--- config.mk ---
export PLATFORM = sky130hd
export DESIGN_NAME = bbs_decode
export DESIGN_NICKNAME = d
export VERILOG_FILES = /design/src/rtl/bbs_pkg.sv /design/src/rtl/bbs_quarter.sv /design/src/rtl/bbs_decode.sv
export VERILOG_INCLUDE_DIRS = /design/src /design/src/rtl
export SDC_FILE = /design/constraint.sdc
export NUM_CORES = 1
export LEC_CHECK = 0
export ABC_AREA = 1
export CAP_MARGIN = 20
export CORE_UTILIZATION = 40
export DETAILED_ROUTE_END_ITERATION = 10
export DONT_BUFFER_PORTS = 1
export PLACE_DENSITY = 0.53
export SLEW_MARGIN = 20
export SYNTH_ARGS = -nofsm -noshare
export SYNTH_HDL_FRONTEND = slang
export SYNTH_SLANG_ARGS = --single-unit
--- constraint.sdc ---
create_clock -name CLOCK_I -period 7.1 [get_ports CLOCK_I]
set_input_delay 0.71 -clock CLOCK_I [delete_from_list [all_inputs] [get_ports CLOCK_I]]
set_output_delay 0.71 -clock CLOCK_I [all_outputs]
set_load 0.02 [all_outputs]
--- src/rtl/bbs_map.svh ---
`ifndef BBS_MAP_SVH
`define BBS_MAP_SVH

// opcode patterns
`define BBS_OP_BNNEG   8'he7
`define BBS_OP_BNOVF   8'he5
`define BBS_OP_BNZERO  8'he1
`define BBS_OP_BALW    5'h1a
`define BBS_OP_BSET    4'h8
// field positions
`define BBS_HI_MSB     15
`define BBS_HI_LSB     8
`define BBS_BALW_LSB   11
`define BBS_BSET_LSB   12
`define BBS_BIT_MSB    11
`define BBS_BIT_LSB    9
`define BBS_ACC_BIT    8
`define BBS_OFF8_MSB   7
`define BBS_OFF11_MSB  10
// access bank split: low addresses go to bank 0, upper half to the top bank
`define BBS_ACC_SPLIT  8'h80
`define BBS_ACC_HIBANK 4'hf
// quarter phase codes
`define BBS_Q1         2'h0
`define BBS_Q2         2'h1
`define BBS_Q3         2'h2
`define BBS_Q4         2'h3
// program counter reset value
`define BBS_PC_RST     21'h000000

`endif

--- src/rtl/bbs_pkg.sv ---
package bbs_pkg;
  // instruction classes seen by the decoder
  typedef enum logic [5:0] {
    BBS_I_NONE  = 6'h01,
    BBS_I_BNNEG = 6'h02,
    BBS_I_BNOVF = 6'h04,
    BBS_I_BNZER = 6'h08,
    BBS_I_BALW  = 6'h10,
    BBS_I_BSET  = 6'h20
  } bbs_instr_e;

  // execution cycle states
  typedef enum logic [1:0] {
    BBS_S_EXEC = 2'h1,
    BBS_S_NOP  = 2'h2
  } bbs_state_e;
endpackage : bbs_pkg

--- src/rtl/bbs_quarter.sv ---
`timescale 1ns/10ps
`include "bbs_map.svh"

// quarter phase counter: q1..q4 then wraps, reset starts it in q1
module bbs_quarter (
  input  wire logic       clk_i,
  input  wire logic       rst_i,
  output logic [1:0]      phase_o
);
  logic [1:0] phase_q;  // current quarter
  logic [1:0] phase_d;  // next quarter

  // next quarter
  always_comb begin
    phase_d = phase_q + 2'h1;
  end

  // register quarter
  always_ff @(posedge clk_i or posedge rst_i) begin
    if (rst_i) begin
      phase_q <= `BBS_Q1;
    end else begin
      phase_q <= phase_d;
    end
  end

  assign phase_o = phase_q;
endmodule : bbs_quarter

--- src/rtl/bbs_decode.sv ---
`timescale 1ns/10ps
`include "bbs_map.svh"

////////////////////////////////////////////////////////////////////////////
// timing overview, one instruction cycle is four clock edges
//
// q1 edge: pc steps past the word being executed
// q2 edge: branch condition frozen, file read strobe raised
// q3 edge: branch target formed, file data captured
// q4 edge: pc loaded if taken, write strobe, next word latched
//
// after a taken branch one whole cycle does nothing
// the word latched at the end of that idle cycle sits at the target
// so the idle cycle doubles as the refetch slot
//
// after reset the first cycle is idle as well
// this gives the memory one cycle to present the word at address zero
// and avoids executing whatever stood on the bus during reset
//
// unknown opcodes fall through as a plain pc step
// they raise no file strobe and never touch the program counter otherwise
//
// hazards a user must know:
// - flags are read combinationally in q2, keep them steady there
// - file read data must settle before the q3 edge
// - the instruction word must settle before the q4 edge
// - bank select is read with the address in q2 only
//
// trade-offs:
// - target adder runs in every q3 of an exec cycle, even for non-branches, keeps decode flat
// - write data is built from the captured value, not from the live bus
// - the quarter counter free-runs, only reset realigns it
////////////////////////////////////////////////////////////////////////////

module bbs_decode
  import bbs_pkg::*;
#(
  parameter int PC_W = 21  // program counter width
) (
  input  wire logic            CLOCK_I,
  input  wire logic            RST_I,
  input  wire logic [15:0]     INSTR_I,        // fetched instruction word
  input  wire logic            FLAG_NEG_I,     // negative flag from status
  input  wire logic            FLAG_OVF_I,     // overflow flag from status
  input  wire logic            FLAG_ZERO_I,    // zero flag from status
  input  wire logic [3:0]      BANK_SEL_I,     // bank select register
  input  wire logic [7:0]      FILE_RDATA_I,   // register file read data
  output logic [PC_W-1:0]      PC_O,           // program counter
  output logic [1:0]           QPHASE_O,       // quarter, registered one clock behind the quarter counter
  output logic                 FETCH_O,        // fetch strobe, q4 of a cycle
  output logic                 FILE_RD_O,      // register read strobe
  output logic                 FILE_WR_O,      // register write strobe
  output logic [11:0]          FILE_ADDR_O,    // banked register address
  output logic [7:0]           FILE_WDATA_O,   // register write data
  output logic                 NOP_CYCLE_O     // idle cycle after a taken branch or reset
);

  ////////////////////////////////////////////////////////////////////////////
  // quarter phases

  logic [1:0] phase;  // current quarter

  bbs_quarter u_quarter (
    .clk_i   (CLOCK_I),
    .rst_i   (RST_I),
    .phase_o (phase)
  );

  ////////////////////////////////////////////////////////////////////////////
  // decode, combinational from the latched word

  logic [15:0]     ir_q;       // instruction register
  logic [15:0]     ir_d;
  bbs_instr_e      cls;        // decoded class
  logic            cond_ok;    // branch condition holds
  logic [PC_W-1:0] offs;       // sign-extended offset
  logic [2:0]      bit_idx;    // bit index for set
  logic [11:0]     faddr;      // banked file address

  // classify instruction
  always_comb begin
    cls = BBS_I_NONE;
    if (ir_q[`BBS_HI_MSB:`BBS_HI_LSB] == `BBS_OP_BNNEG) begin
      cls = BBS_I_BNNEG;
    end else if (ir_q[`BBS_HI_MSB:`BBS_HI_LSB] == `BBS_OP_BNOVF) begin
      cls = BBS_I_BNOVF;
    end else if (ir_q[`BBS_HI_MSB:`BBS_HI_LSB] == `BBS_OP_BNZERO) begin
      cls = BBS_I_BNZER;
    end else if (ir_q[`BBS_HI_MSB:`BBS_BALW_LSB] == `BBS_OP_BALW) begin
      cls = BBS_I_BALW;
    end else if (ir_q[`BBS_HI_MSB:`BBS_BSET_LSB] == `BBS_OP_BSET) begin
      cls = BBS_I_BSET;
    end
  end

  // condition and offset; flags only read, never written
  always_comb begin
    cond_ok = 1'b0;
    offs    = '0;
    case (cls)
      BBS_I_BNNEG: cond_ok = ~FLAG_NEG_I;
      BBS_I_BNOVF: cond_ok = ~FLAG_OVF_I;
      BBS_I_BNZER: cond_ok = ~FLAG_ZERO_I;
      BBS_I_BALW:  cond_ok = 1'b1;
      default:     cond_ok = 1'b0;
    endcase
    if (cls == BBS_I_BALW) begin
      // 11-bit signed offset, -1024..1023
      offs = PC_W'($signed(ir_q[`BBS_OFF11_MSB:0]));
    end else begin
      // 8-bit signed offset, -128..127
      offs = PC_W'($signed(ir_q[`BBS_OFF8_MSB:0]));
    end
  end

  // bit-set address: access bank or bank select
  always_comb begin
    bit_idx = ir_q[`BBS_BIT_MSB:`BBS_BIT_LSB];
    if (ir_q[`BBS_ACC_BIT]) begin
      faddr = {BANK_SEL_I, ir_q[7:0]};
    end else if (ir_q[7:0] < `BBS_ACC_SPLIT) begin
      faddr = {4'h0, ir_q[7:0]};
    end else begin
      faddr = {`BBS_ACC_HIBANK, ir_q[7:0]};
    end
  end

  ////////////////////////////////////////////////////////////////////////////
  // sequencing state
  //
  // exec state: the latched word runs through its four quarters
  // nop state: forced idle cycle after a taken branch or reset
  //
  // strobes are cleared every quarter by default
  // so each one stands exactly one clock after its edge
  //
  // address and write data hold until the next bit-set
  // so the register file may sample them late
  //
  // take flag is cleared in q1 and set in q2
  // a stale decision can never reach the q4 pc write
  //
  // the captured file value is kept apart from the write data
  // the set is applied in q4, one edge after the capture
  // the write data then stands together with the write strobe
  //
  // pc step and pc load never fall in one quarter
  // q1 only steps, q4 only loads
  // so no priority between them is needed
  //
  // the word latched in q4 of a taken branch is the one after it
  // it is discarded by the idle cycle that follows
  // and the word at the target replaces it at the end of that cycle
  //
  // no status flag is written anywhere in this block
  bbs_state_e      st_q, st_d;       // exec or forced nop cycle
  logic [PC_W-1:0] pc_q, pc_d;       // program counter
  logic            fetch_q, fetch_d;
  logic            rd_q, rd_d;
  logic            wr_q, wr_d;
  logic [11:0]     addr_q, addr_d;
  logic [7:0]      wdat_q, wdat_d;
  logic [7:0]      rdat_q, rdat_d;   // register value latched in q3
  logic [PC_W-1:0] tgt_q, tgt_d;     // target computed in q3
  logic            take_q, take_d;   // branch taken this cycle

  // next state per quarter
  always_comb begin
    st_d    = st_q;
    pc_d    = pc_q;
    ir_d    = ir_q;
    fetch_d = 1'b0;
    rd_d    = 1'b0;
    wr_d    = 1'b0;
    addr_d  = addr_q;
    wdat_d  = wdat_q;
    rdat_d  = rdat_q;
    tgt_d   = tgt_q;
    take_d  = take_q;
    case (phase)
      `BBS_Q1: begin
        // decode; pc steps past this word at the q1 edge
        if (st_q == BBS_S_EXEC) begin
          pc_d = pc_q + PC_W'(2);
        end
        take_d = 1'b0;
      end
      `BBS_Q2: begin
        // freeze branch condition, or read the file register
        if (st_q == BBS_S_EXEC) begin
          take_d = cond_ok;
          if (cls == BBS_I_BSET) begin
            rd_d   = 1'b1;
            addr_d = faddr;
          end
        end
      end
      `BBS_Q3: begin
        // process data
        if (st_q == BBS_S_EXEC) begin
          tgt_d  = pc_q + (offs << 1);
          rdat_d = FILE_RDATA_I;
        end
      end
      `BBS_Q4: begin
        // write pc or register, fetch next word
        fetch_d = 1'b1;
        if (st_q == BBS_S_EXEC) begin
          if (take_q) begin
            pc_d = tgt_q;
            st_d = BBS_S_NOP;
          end
          if (cls == BBS_I_BSET) begin
            wr_d   = 1'b1;
            wdat_d = rdat_q | (8'h01 << bit_idx);
          end
          ir_d = INSTR_I;
        end else begin
          // nop cycle done, refetched word at target
          st_d = BBS_S_EXEC;
          ir_d = INSTR_I;
        end
      end
      default: begin
        st_d = BBS_S_EXEC;
      end
    endcase
  end

  // register state
  always_ff @(posedge CLOCK_I or posedge RST_I) begin
    if (RST_I) begin
      st_q    <= BBS_S_NOP;
      pc_q    <= `BBS_PC_RST;
      ir_q    <= 16'hffff;
      fetch_q <= 1'b0;
      rd_q    <= 1'b0;
      wr_q    <= 1'b0;
      addr_q  <= 12'h000;
      wdat_q  <= 8'h00;
      rdat_q  <= 8'h00;
      tgt_q   <= `BBS_PC_RST;
      take_q  <= 1'b0;
    end else begin
      st_q    <= st_d;
      pc_q    <= pc_d;
      ir_q    <= ir_d;
      fetch_q <= fetch_d;
      rd_q    <= rd_d;
      wr_q    <= wr_d;
      addr_q  <= addr_d;
      wdat_q  <= wdat_d;
      rdat_q  <= rdat_d;
      tgt_q   <= tgt_d;
      take_q  <= take_d;
    end
  end

  ////////////////////////////////////////////////////////////////////////////
  // outputs, all from flip-flops

  logic [1:0] qph_q;  // registered copy of the quarter
  logic       nop_q;  // registered nop-cycle flag

  // register phase and nop indication
  always_ff @(posedge CLOCK_I or posedge RST_I) begin
    if (RST_I) begin
      qph_q <= `BBS_Q1;
      nop_q <= 1'b0;
    end else begin
      qph_q <= phase;
      nop_q <= (st_q == BBS_S_NOP);
    end
  end

  assign PC_O         = pc_q;
  assign QPHASE_O     = qph_q;
  assign FETCH_O      = fetch_q;
  assign FILE_RD_O    = rd_q;
  assign FILE_WR_O    = wr_q;
  assign FILE_ADDR_O  = addr_q;
  assign FILE_WDATA_O = wdat_q;
  assign NOP_CYCLE_O  = nop_q;

endmodule : bbs_decode

# [Word level (Yosys, flattened, before mapping)]
# Index checks and enable logic that the tools add are counted.
[totals] register_bits=97 input_bits=33 output_inout_bits=47
[op_classes] addsub=3 magnitude_cmp=1 eq_ne=20 shifts=1 muxes=22 n_bitwise=4 n_reduce_logical=9
[ops] cell="2-to-1 mux 21 bit" count=3
[ops] cell="case mux 21 bit (2 select lines)" count=1
[ops] cell="2-to-1 mux 6 bit" count=5
[ops] cell="equality test 8 bit, second input constant" count=3
[ops] cell="2-to-1 mux 12 bit" count=2
[ops] cell="adder 21 x 2 -> 21 bit, second input constant" count=1
[ops] cell="adder 21 bit" count=1
[ops] cell="2-to-1 mux 20 bit" count=1
[ops] cell="!= test 2 bit, second input constant" count=5
[ops] cell="less-than comparator 8 bit, second input constant" count=1
[ops] cell="OR 8 bit" count=1
[ops] cell="<< shifter 1 x 3 -> 8 bit, first input constant" count=1
[ops] cell="equality test 2 bit, second input constant" count=3
[ops] cell="equality test 6 x 2 -> 1 bit, second input constant" count=1
[ops] cell="equality test 6 x 3 -> 1 bit, second input constant" count=1
[ops] cell="equality test 6 x 4 -> 1 bit, second input constant" count=1
[ops] cell="equality test 6 x 5 -> 1 bit, second input constant" count=1
[ops] cell="equality test 6 bit, second input constant" count=1
[ops] cell="2-to-1 mux 1 bit" count=6
[ops] cell="AND reduction 2 bit" count=3
[ops] cell="AND reduction 3 bit" count=2
[ops] cell="equality test 5 bit, second input constant" count=1
[ops] cell="equality test 2 x 1 -> 1 bit, second input constant" count=2
[ops] cell="equality test 4 bit, second input constant" count=1
[ops] cell="8 further kinds" count=12

# [Logic depth before layout (Yosys ltp)]
[depth] depth_word=10 ltp_mapped=18 ltp_nobuf=18

# [Hierarchy]
# Synthesis repeated with hierarchy kept, for this count alone.
[unflattened] cells_unflattened=789 area_unflattened_um2=5680.4
[modules_own_cells] mod="bbs_decode" instances=1 cells_each=781 area_per_inst_um2=5605.4 seq_area_each_um2=2398.6
[modules_own_cells] mod="bbs_quarter" instances=1 cells_each=8 area_per_inst_um2=75.1 seq_area_each_um2=50.0

# [Worst setup path after synthesis]
# No wires, ideal clock.
[synth_timing] kind="reg-to-reg" start="register ir_q[14]" end="register tgt_q[16]" t_arrival_ps=2233 t_required_ps=6983 slack_ps=4749 path_stages_with_launch=16 path_cell_list="dfstp_2 -> nand2_1 -> nor2_1 -> nand2_1 -> nand2_1 -> nand2_1 -> inv_1 -> ha_1 -> nand2_1 -> inv_1 -> a21oi_1 -> nor2_1 -> nor2_1 -> nand3b_1 -> nand3_1 -> nand2_1"
[synth_via] elab_chain_cells=9 elab_cells_between_ends=13 classes_between="1 x add/sub; 6 x eq/ne; 6 x mux"
[synth_rtl] item="start, declared" line_no="bbs_decode.sv:72" source="logic [15:0] ir_q;"
[synth_rtl] item="start signal, assigned" line_no="bbs_decode.sv:247" source="ir_q <= ir_d;"
[synth_rtl] item="equality test 4 bit (no line)"
[synth_rtl] item="2-to-1 mux 6 bit" line_no="bbs_decode.sv:91" source="end else if (ir_q[`BBS_HI_MSB:`BBS_BSET_LSB] == `BBS_OP_BSET) begin"
[synth_rtl] item="2-to-1 mux 6 bit" line_no="bbs_decode.sv:89" source="end else if (ir_q[`BBS_HI_MSB:`BBS_BALW_LSB] == `BBS_OP_BALW) begin"
[synth_rtl] item="2-to-1 mux 6 bit" line_no="bbs_decode.sv:87" source="end else if (ir_q[`BBS_HI_MSB:`BBS_HI_LSB] == `BBS_OP_BNZERO) begin"
[synth_rtl] item="2-to-1 mux 6 bit" line_no="bbs_decode.sv:85" source="end else if (ir_q[`BBS_HI_MSB:`BBS_HI_LSB] == `BBS_OP_BNOVF) begin"
[synth_rtl] item="2-to-1 mux 6 bit (*)" line_no="bbs_decode.sv:83" source="if (ir_q[`BBS_HI_MSB:`BBS_HI_LSB] == `BBS_OP_BNNEG) begin"
[synth_rtl] item="equality test 6 x 5 -> 1 bit (*)" line_no="bbs_decode.sv:107" source="if (cls == BBS_I_BALW) begin"
[synth_rtl] item="2-to-1 mux 20 bit (*)" line_no="bbs_decode.sv:107"
[synth_rtl] item="adder 21 bit (*)" line_no="bbs_decode.sv:201" source="tgt_d = pc_q + (offs << 1);"
[synth_rtl] item="end signal, assigned" line_no="bbs_decode.sv:242" source="tgt_q <= `BBS_PC_RST;"
[synth_rtl] item="end signal, assigned" line_no="bbs_decode.sv:254" source="tgt_q <= tgt_d;"
[synth_rtl] item="end, declared" line_no="bbs_decode.sv:164" source="logic [PC_W-1:0] tgt_q, tgt_d;"
# Mark *: on every way between the ends. The rest lies on a longest branch, timed or not.
# A chain may end at the register's enable or synchronous reset.

# [Worst setup path after layout]
[layout_timing] start="register u_quarter.phase_q[0], in the netlist u_quarter.phase_o[0]" end="register pc_q[5], in the netlist PC_O[5]"
[layout_via] elab_chain_cells=3 elab_cells_between_ends=8 classes_between="4 x eq/ne; 1 x mux; 3 x reduce/logical"
[layout_rtl] item="start, declared" line_no="bbs_quarter.sv:10" source="logic [1:0] phase_q;"
[layout_rtl] item="start signal, assigned" line_no="bbs_quarter.sv:21" source="phase_q <= `BBS_Q1;"
[layout_rtl] item="start signal, assigned" line_no="bbs_quarter.sv:23" source="phase_q <= phase_d;"
[layout_rtl] item="equality test 2 bit / logical NOT 2 bit (equally long branches)" line_no="bbs_decode.sv:180" source="case (phase)"
[layout_rtl] item="!= test 2 bit (no line) / nonzero test 2 bit (equally long branches)"
[layout_rtl] item="AND reduction 4 bit (no line)"
[layout_rtl] item="end signal, assigned" line_no="bbs_decode.sv:234" source="pc_q <= `BBS_PC_RST;"
[layout_rtl] item="end signal, assigned" line_no="bbs_decode.sv:246" source="pc_q <= pc_d;"
[layout_rtl] item="end, declared" line_no="bbs_decode.sv:157" source="logic [PC_W-1:0] pc_q, pc_d;"
# Several ways; a longest one is shown, not always the timed one.

==> flow_summary.toml <==
[outcome]
status = "complete, no violations"

[placed_design]
io_buffer_count = 0
gp_congestion = 0.8625
dp.cells = 949
place_hpwl_mm = 11.81

[drt]
drt_pass1_iterations = 5
via_per_inst = 5.204
vias = 5017
drc = 0
finalWirelength_mm = 15.80
drt-wirelength-per-cell_um = 16.39
dr.first_iter.drc_count = 350
ant_nets = 0

[logic_synthesis]
synth_top_area_share_pct = 34.36
yosys-top-cells-count = "254 x nand2_1, 95 x inv_1, 80 x dfrtp_1"
synthesis.area_um2 = 5827
yosysSeqAreaShare_pct = 42.02
yosysTopAreaCell = "dfrtp_1"
synth_ff_type = "dfrtp_1"
synth_nets = 847
ys_top_cells_by_area = "dfrtp_1 34%, nand2_1 16%, dfstp_2 7.7%"
yosysMostFrequentCell = "nand2_1"
synth-async-reset-ratio_pct = 100.0
ys_ff_latch = 97
synthCells = 788
syn_avg_cell_area_um2 = 7.394
yosysWarnings = 0
ys_types = 42
synth_edf_count = 0

[setup_path]
critPathRequiredTime_ns = 7.33
slowest_delay_ns = 0.89
cp.buffers_inverters = 2
worstSetupStartpoint = "u_quarter.phase_o[0]$_DFF_PP0_"
reg2regPathDepth = 7
crit_chain = "ha_2, inv_2, a21oi_2, inv_2, a21oi_2, o21ai_1, o21a_1"
r2r_end = "PC_O[5]$_DFFE_PP0P_"
worst_setup_path_start_kind = "flop"
worstSetupEndpointType = "flop"
crit_fanout = 49
reg2reg_from = "u_quarter.phase_o[0]$_DFF_PP0_"
crit_type = "flop to flop"
reg2reg_slack_ns = 3.59
slowest_stage = "a21oi_2"
critPathTopFamily = "compound AO/OA/AOI/OAI gates"
cp.arrival_ns = 3.73

[sta]
hold_slack_ns = 0.1767
fin_setup_tns_ns = 0
final-setup-viol-count = 0
max_freq_mhz = 285.1
drv_slew = 0
period_share_pct = 49.40
fin_skew_ns = 0.006418
slew_headroom_pct = 35.55
min_period_ns = 3.508
rsz0062_at_grt = "no"
final-hold-violation-count = 0
max_slew.worst_pin.slew_ns = 0.9667

[layout]
area_growth_syn_to_layout_pct = 7.924
multi_input_area_um2 = 2895
fillers = 1420
final_cells = 964
drive_gt1_share_pct = 8.673
diodes = 0
layout.nets = 839
seq_area_um2 = 2449

[floorplanning]
start_util_pct = 41.50
die_w_um = 122.7
core_area_um2 = 14040
rows = 43
die_h_um = 122.7
dieArea_um2 = 15050
io_pins = 80

[cts]
cts_inserted_buffers = 9
hold_buffers = 0
cts_buffer_depth = 2
cts_tree = "done"
cts.reportedPaths.clkPinSlew_ns = 0.06
cts_htree_levels = 3
worst_skew_pair.late_latency_ns = 0.34
root_buffer = "clkbuf_16"
cts_resized = 0
cts_num_sinks = 97
cts_setup_buffers = 0

[worst_hold_path]
worstHoldPathType = "primary input to asynchronous set/reset pin"

[pwr]
leakage_uw = 0.003131
power_density_nw_per_um2 = 384.2
vdd_drop_max_v = 0.0001086

[global_route]
grt_pass1_wl_mm = 25.06
grt_pass1_vias = 4845
grt_max_degree = 79
grt_usage_pct = 22.00
antenna_found_initial = 0
overflow = 0

[flow_run]
maxCapViolations = 0
==> kinds of logic (layout without fill, tap and decap cells) <==
| logic type | after synthesis | after routing | synth area share, % |
|---|---|---|---|
| fa+ha+maj | 26 | 26 | 5.712 |
| simple gates | 424 | 424 | 31.61 |
| xor+xnor | 9 | 9 | 1.353 |
| flops | 97 | 97 | 42.02 |
| compound gates | 112 | 112 | 10.97 |
| buf+inv | 120 | 116 | 8.331 |
==> area by class of cell <==
cell class,instances,share of cell area [%]
Tap cell,180,3.581
Timing Repair Buffer,2,0.2984
Multi-Input combinational cell,571,46.04
Clock inverter,3,1.433
Clock buffer,12,3.760
Inverter,99,5.949
Sequential cell,97,38.94
==> flip-flops by register name, indices dropped and copies added (netlist names) <==
register           cells
PC_O                  21
tgt_q                 21
ir_q                  16
FILE_ADDR_O           12
FILE_WDATA_O           8
rdat_q                 8
QPHASE_O               2
st_q                   2
u_quarter.phase_o      2
FETCH_O                1
FILE_RD_O              1
FILE_WR_O              1
NOP_CYCLE_O            1
take_q                 1
==> worst max-delay path by stage <==
stage                                     end  depth (start not counted)
final                     PC_O[5]$_DFFE_PP0P_                          7
after floorplan             FETCH_O$_DFF_PP0_                          1
after global placement    PC_O[5]$_DFFE_PP0P_                          7
after global routing      PC_O[5]$_DFFE_PP0P_                          7
after detailed placement  PC_O[5]$_DFFE_PP0P_                          7
after CTS                 PC_O[5]$_DFFE_PP0P_                          7
==> report_power, final <==
part | switching, µW | total (µW) | internal [µW]
clock network | 203 | 547 | 343
logic | 513 | 823 | 310
registers | 318 | 1050 | 729
==> routing by layer <==
| metal | vias up | global-route usage [%] | share of wire (%) |
|---|---|---|---|
| met4 | 0 | 9.070 | 2.6 |
| met1 | 2357 | 28.97 | 46 |
| met2 | 134 | 35.53 | 47 |
| met3 | 25 | 3.857 | 5.3 |
| li1 | 2501 | - | - |
| met5 | - | 0 | 0 |
==> worst reg2reg max path, stage by stage, from the launching register on <==
cell     delay (ns)
dfrtp_1        0.40
ha_2           0.79
inv_2          0.51
a21oi_2        0.90
inv_2          0.39
a21oi_2        0.20
o21ai_1        0.08
o21a_1         0.14
==> stage by stage <==
| step | util, % | instance area, µm² | setup WS [ns] | power [µW] |
|---|---|---|---|---|
| global placement | 42.43 | 5958 | 3.709 | 1861 |
| CTS | 44.76 | 6285 | 3.616 | 2430 |
| detailed placement | 42.43 | 5958 | 3.622 | 1876 |
| global route | 44.78 | 6289 | 3.215 | 2603 |
| floorplan | - | 5827 | 3.884 | 1638 |
| finish | 44.78 | 6289 | 3.592 | 2416 |
==> cell usage in the layout, fill, tap and decap left out, types with 9 or more instances in the layout <==
| cell type | Yosys | final |
|---|---|---|
| nand2_1 | 254 | 254 |
| inv_1 | 95 | 94 |
| dfrtp_1 | 80 | 80 |
| nor2_1 | 69 | 69 |
| o21ai_0 | 52 | 52 |
| nand3_1 | 50 | 50 |
| ha_1 | 25 | 24 |
| a21oi_1 | 22 | 22 |
| dfstp_2 | 17 | 17 |
| nand4_1 | 15 | 15 |
| a31oi_1 | 11 | 11 |
| o21ai_2 | 10 | 10 |
| nand3b_1 | 9 | 9 |
| clkbuf_16 | 0 | 9 |
No activity file was read; power rests on OpenSTA's default activity.
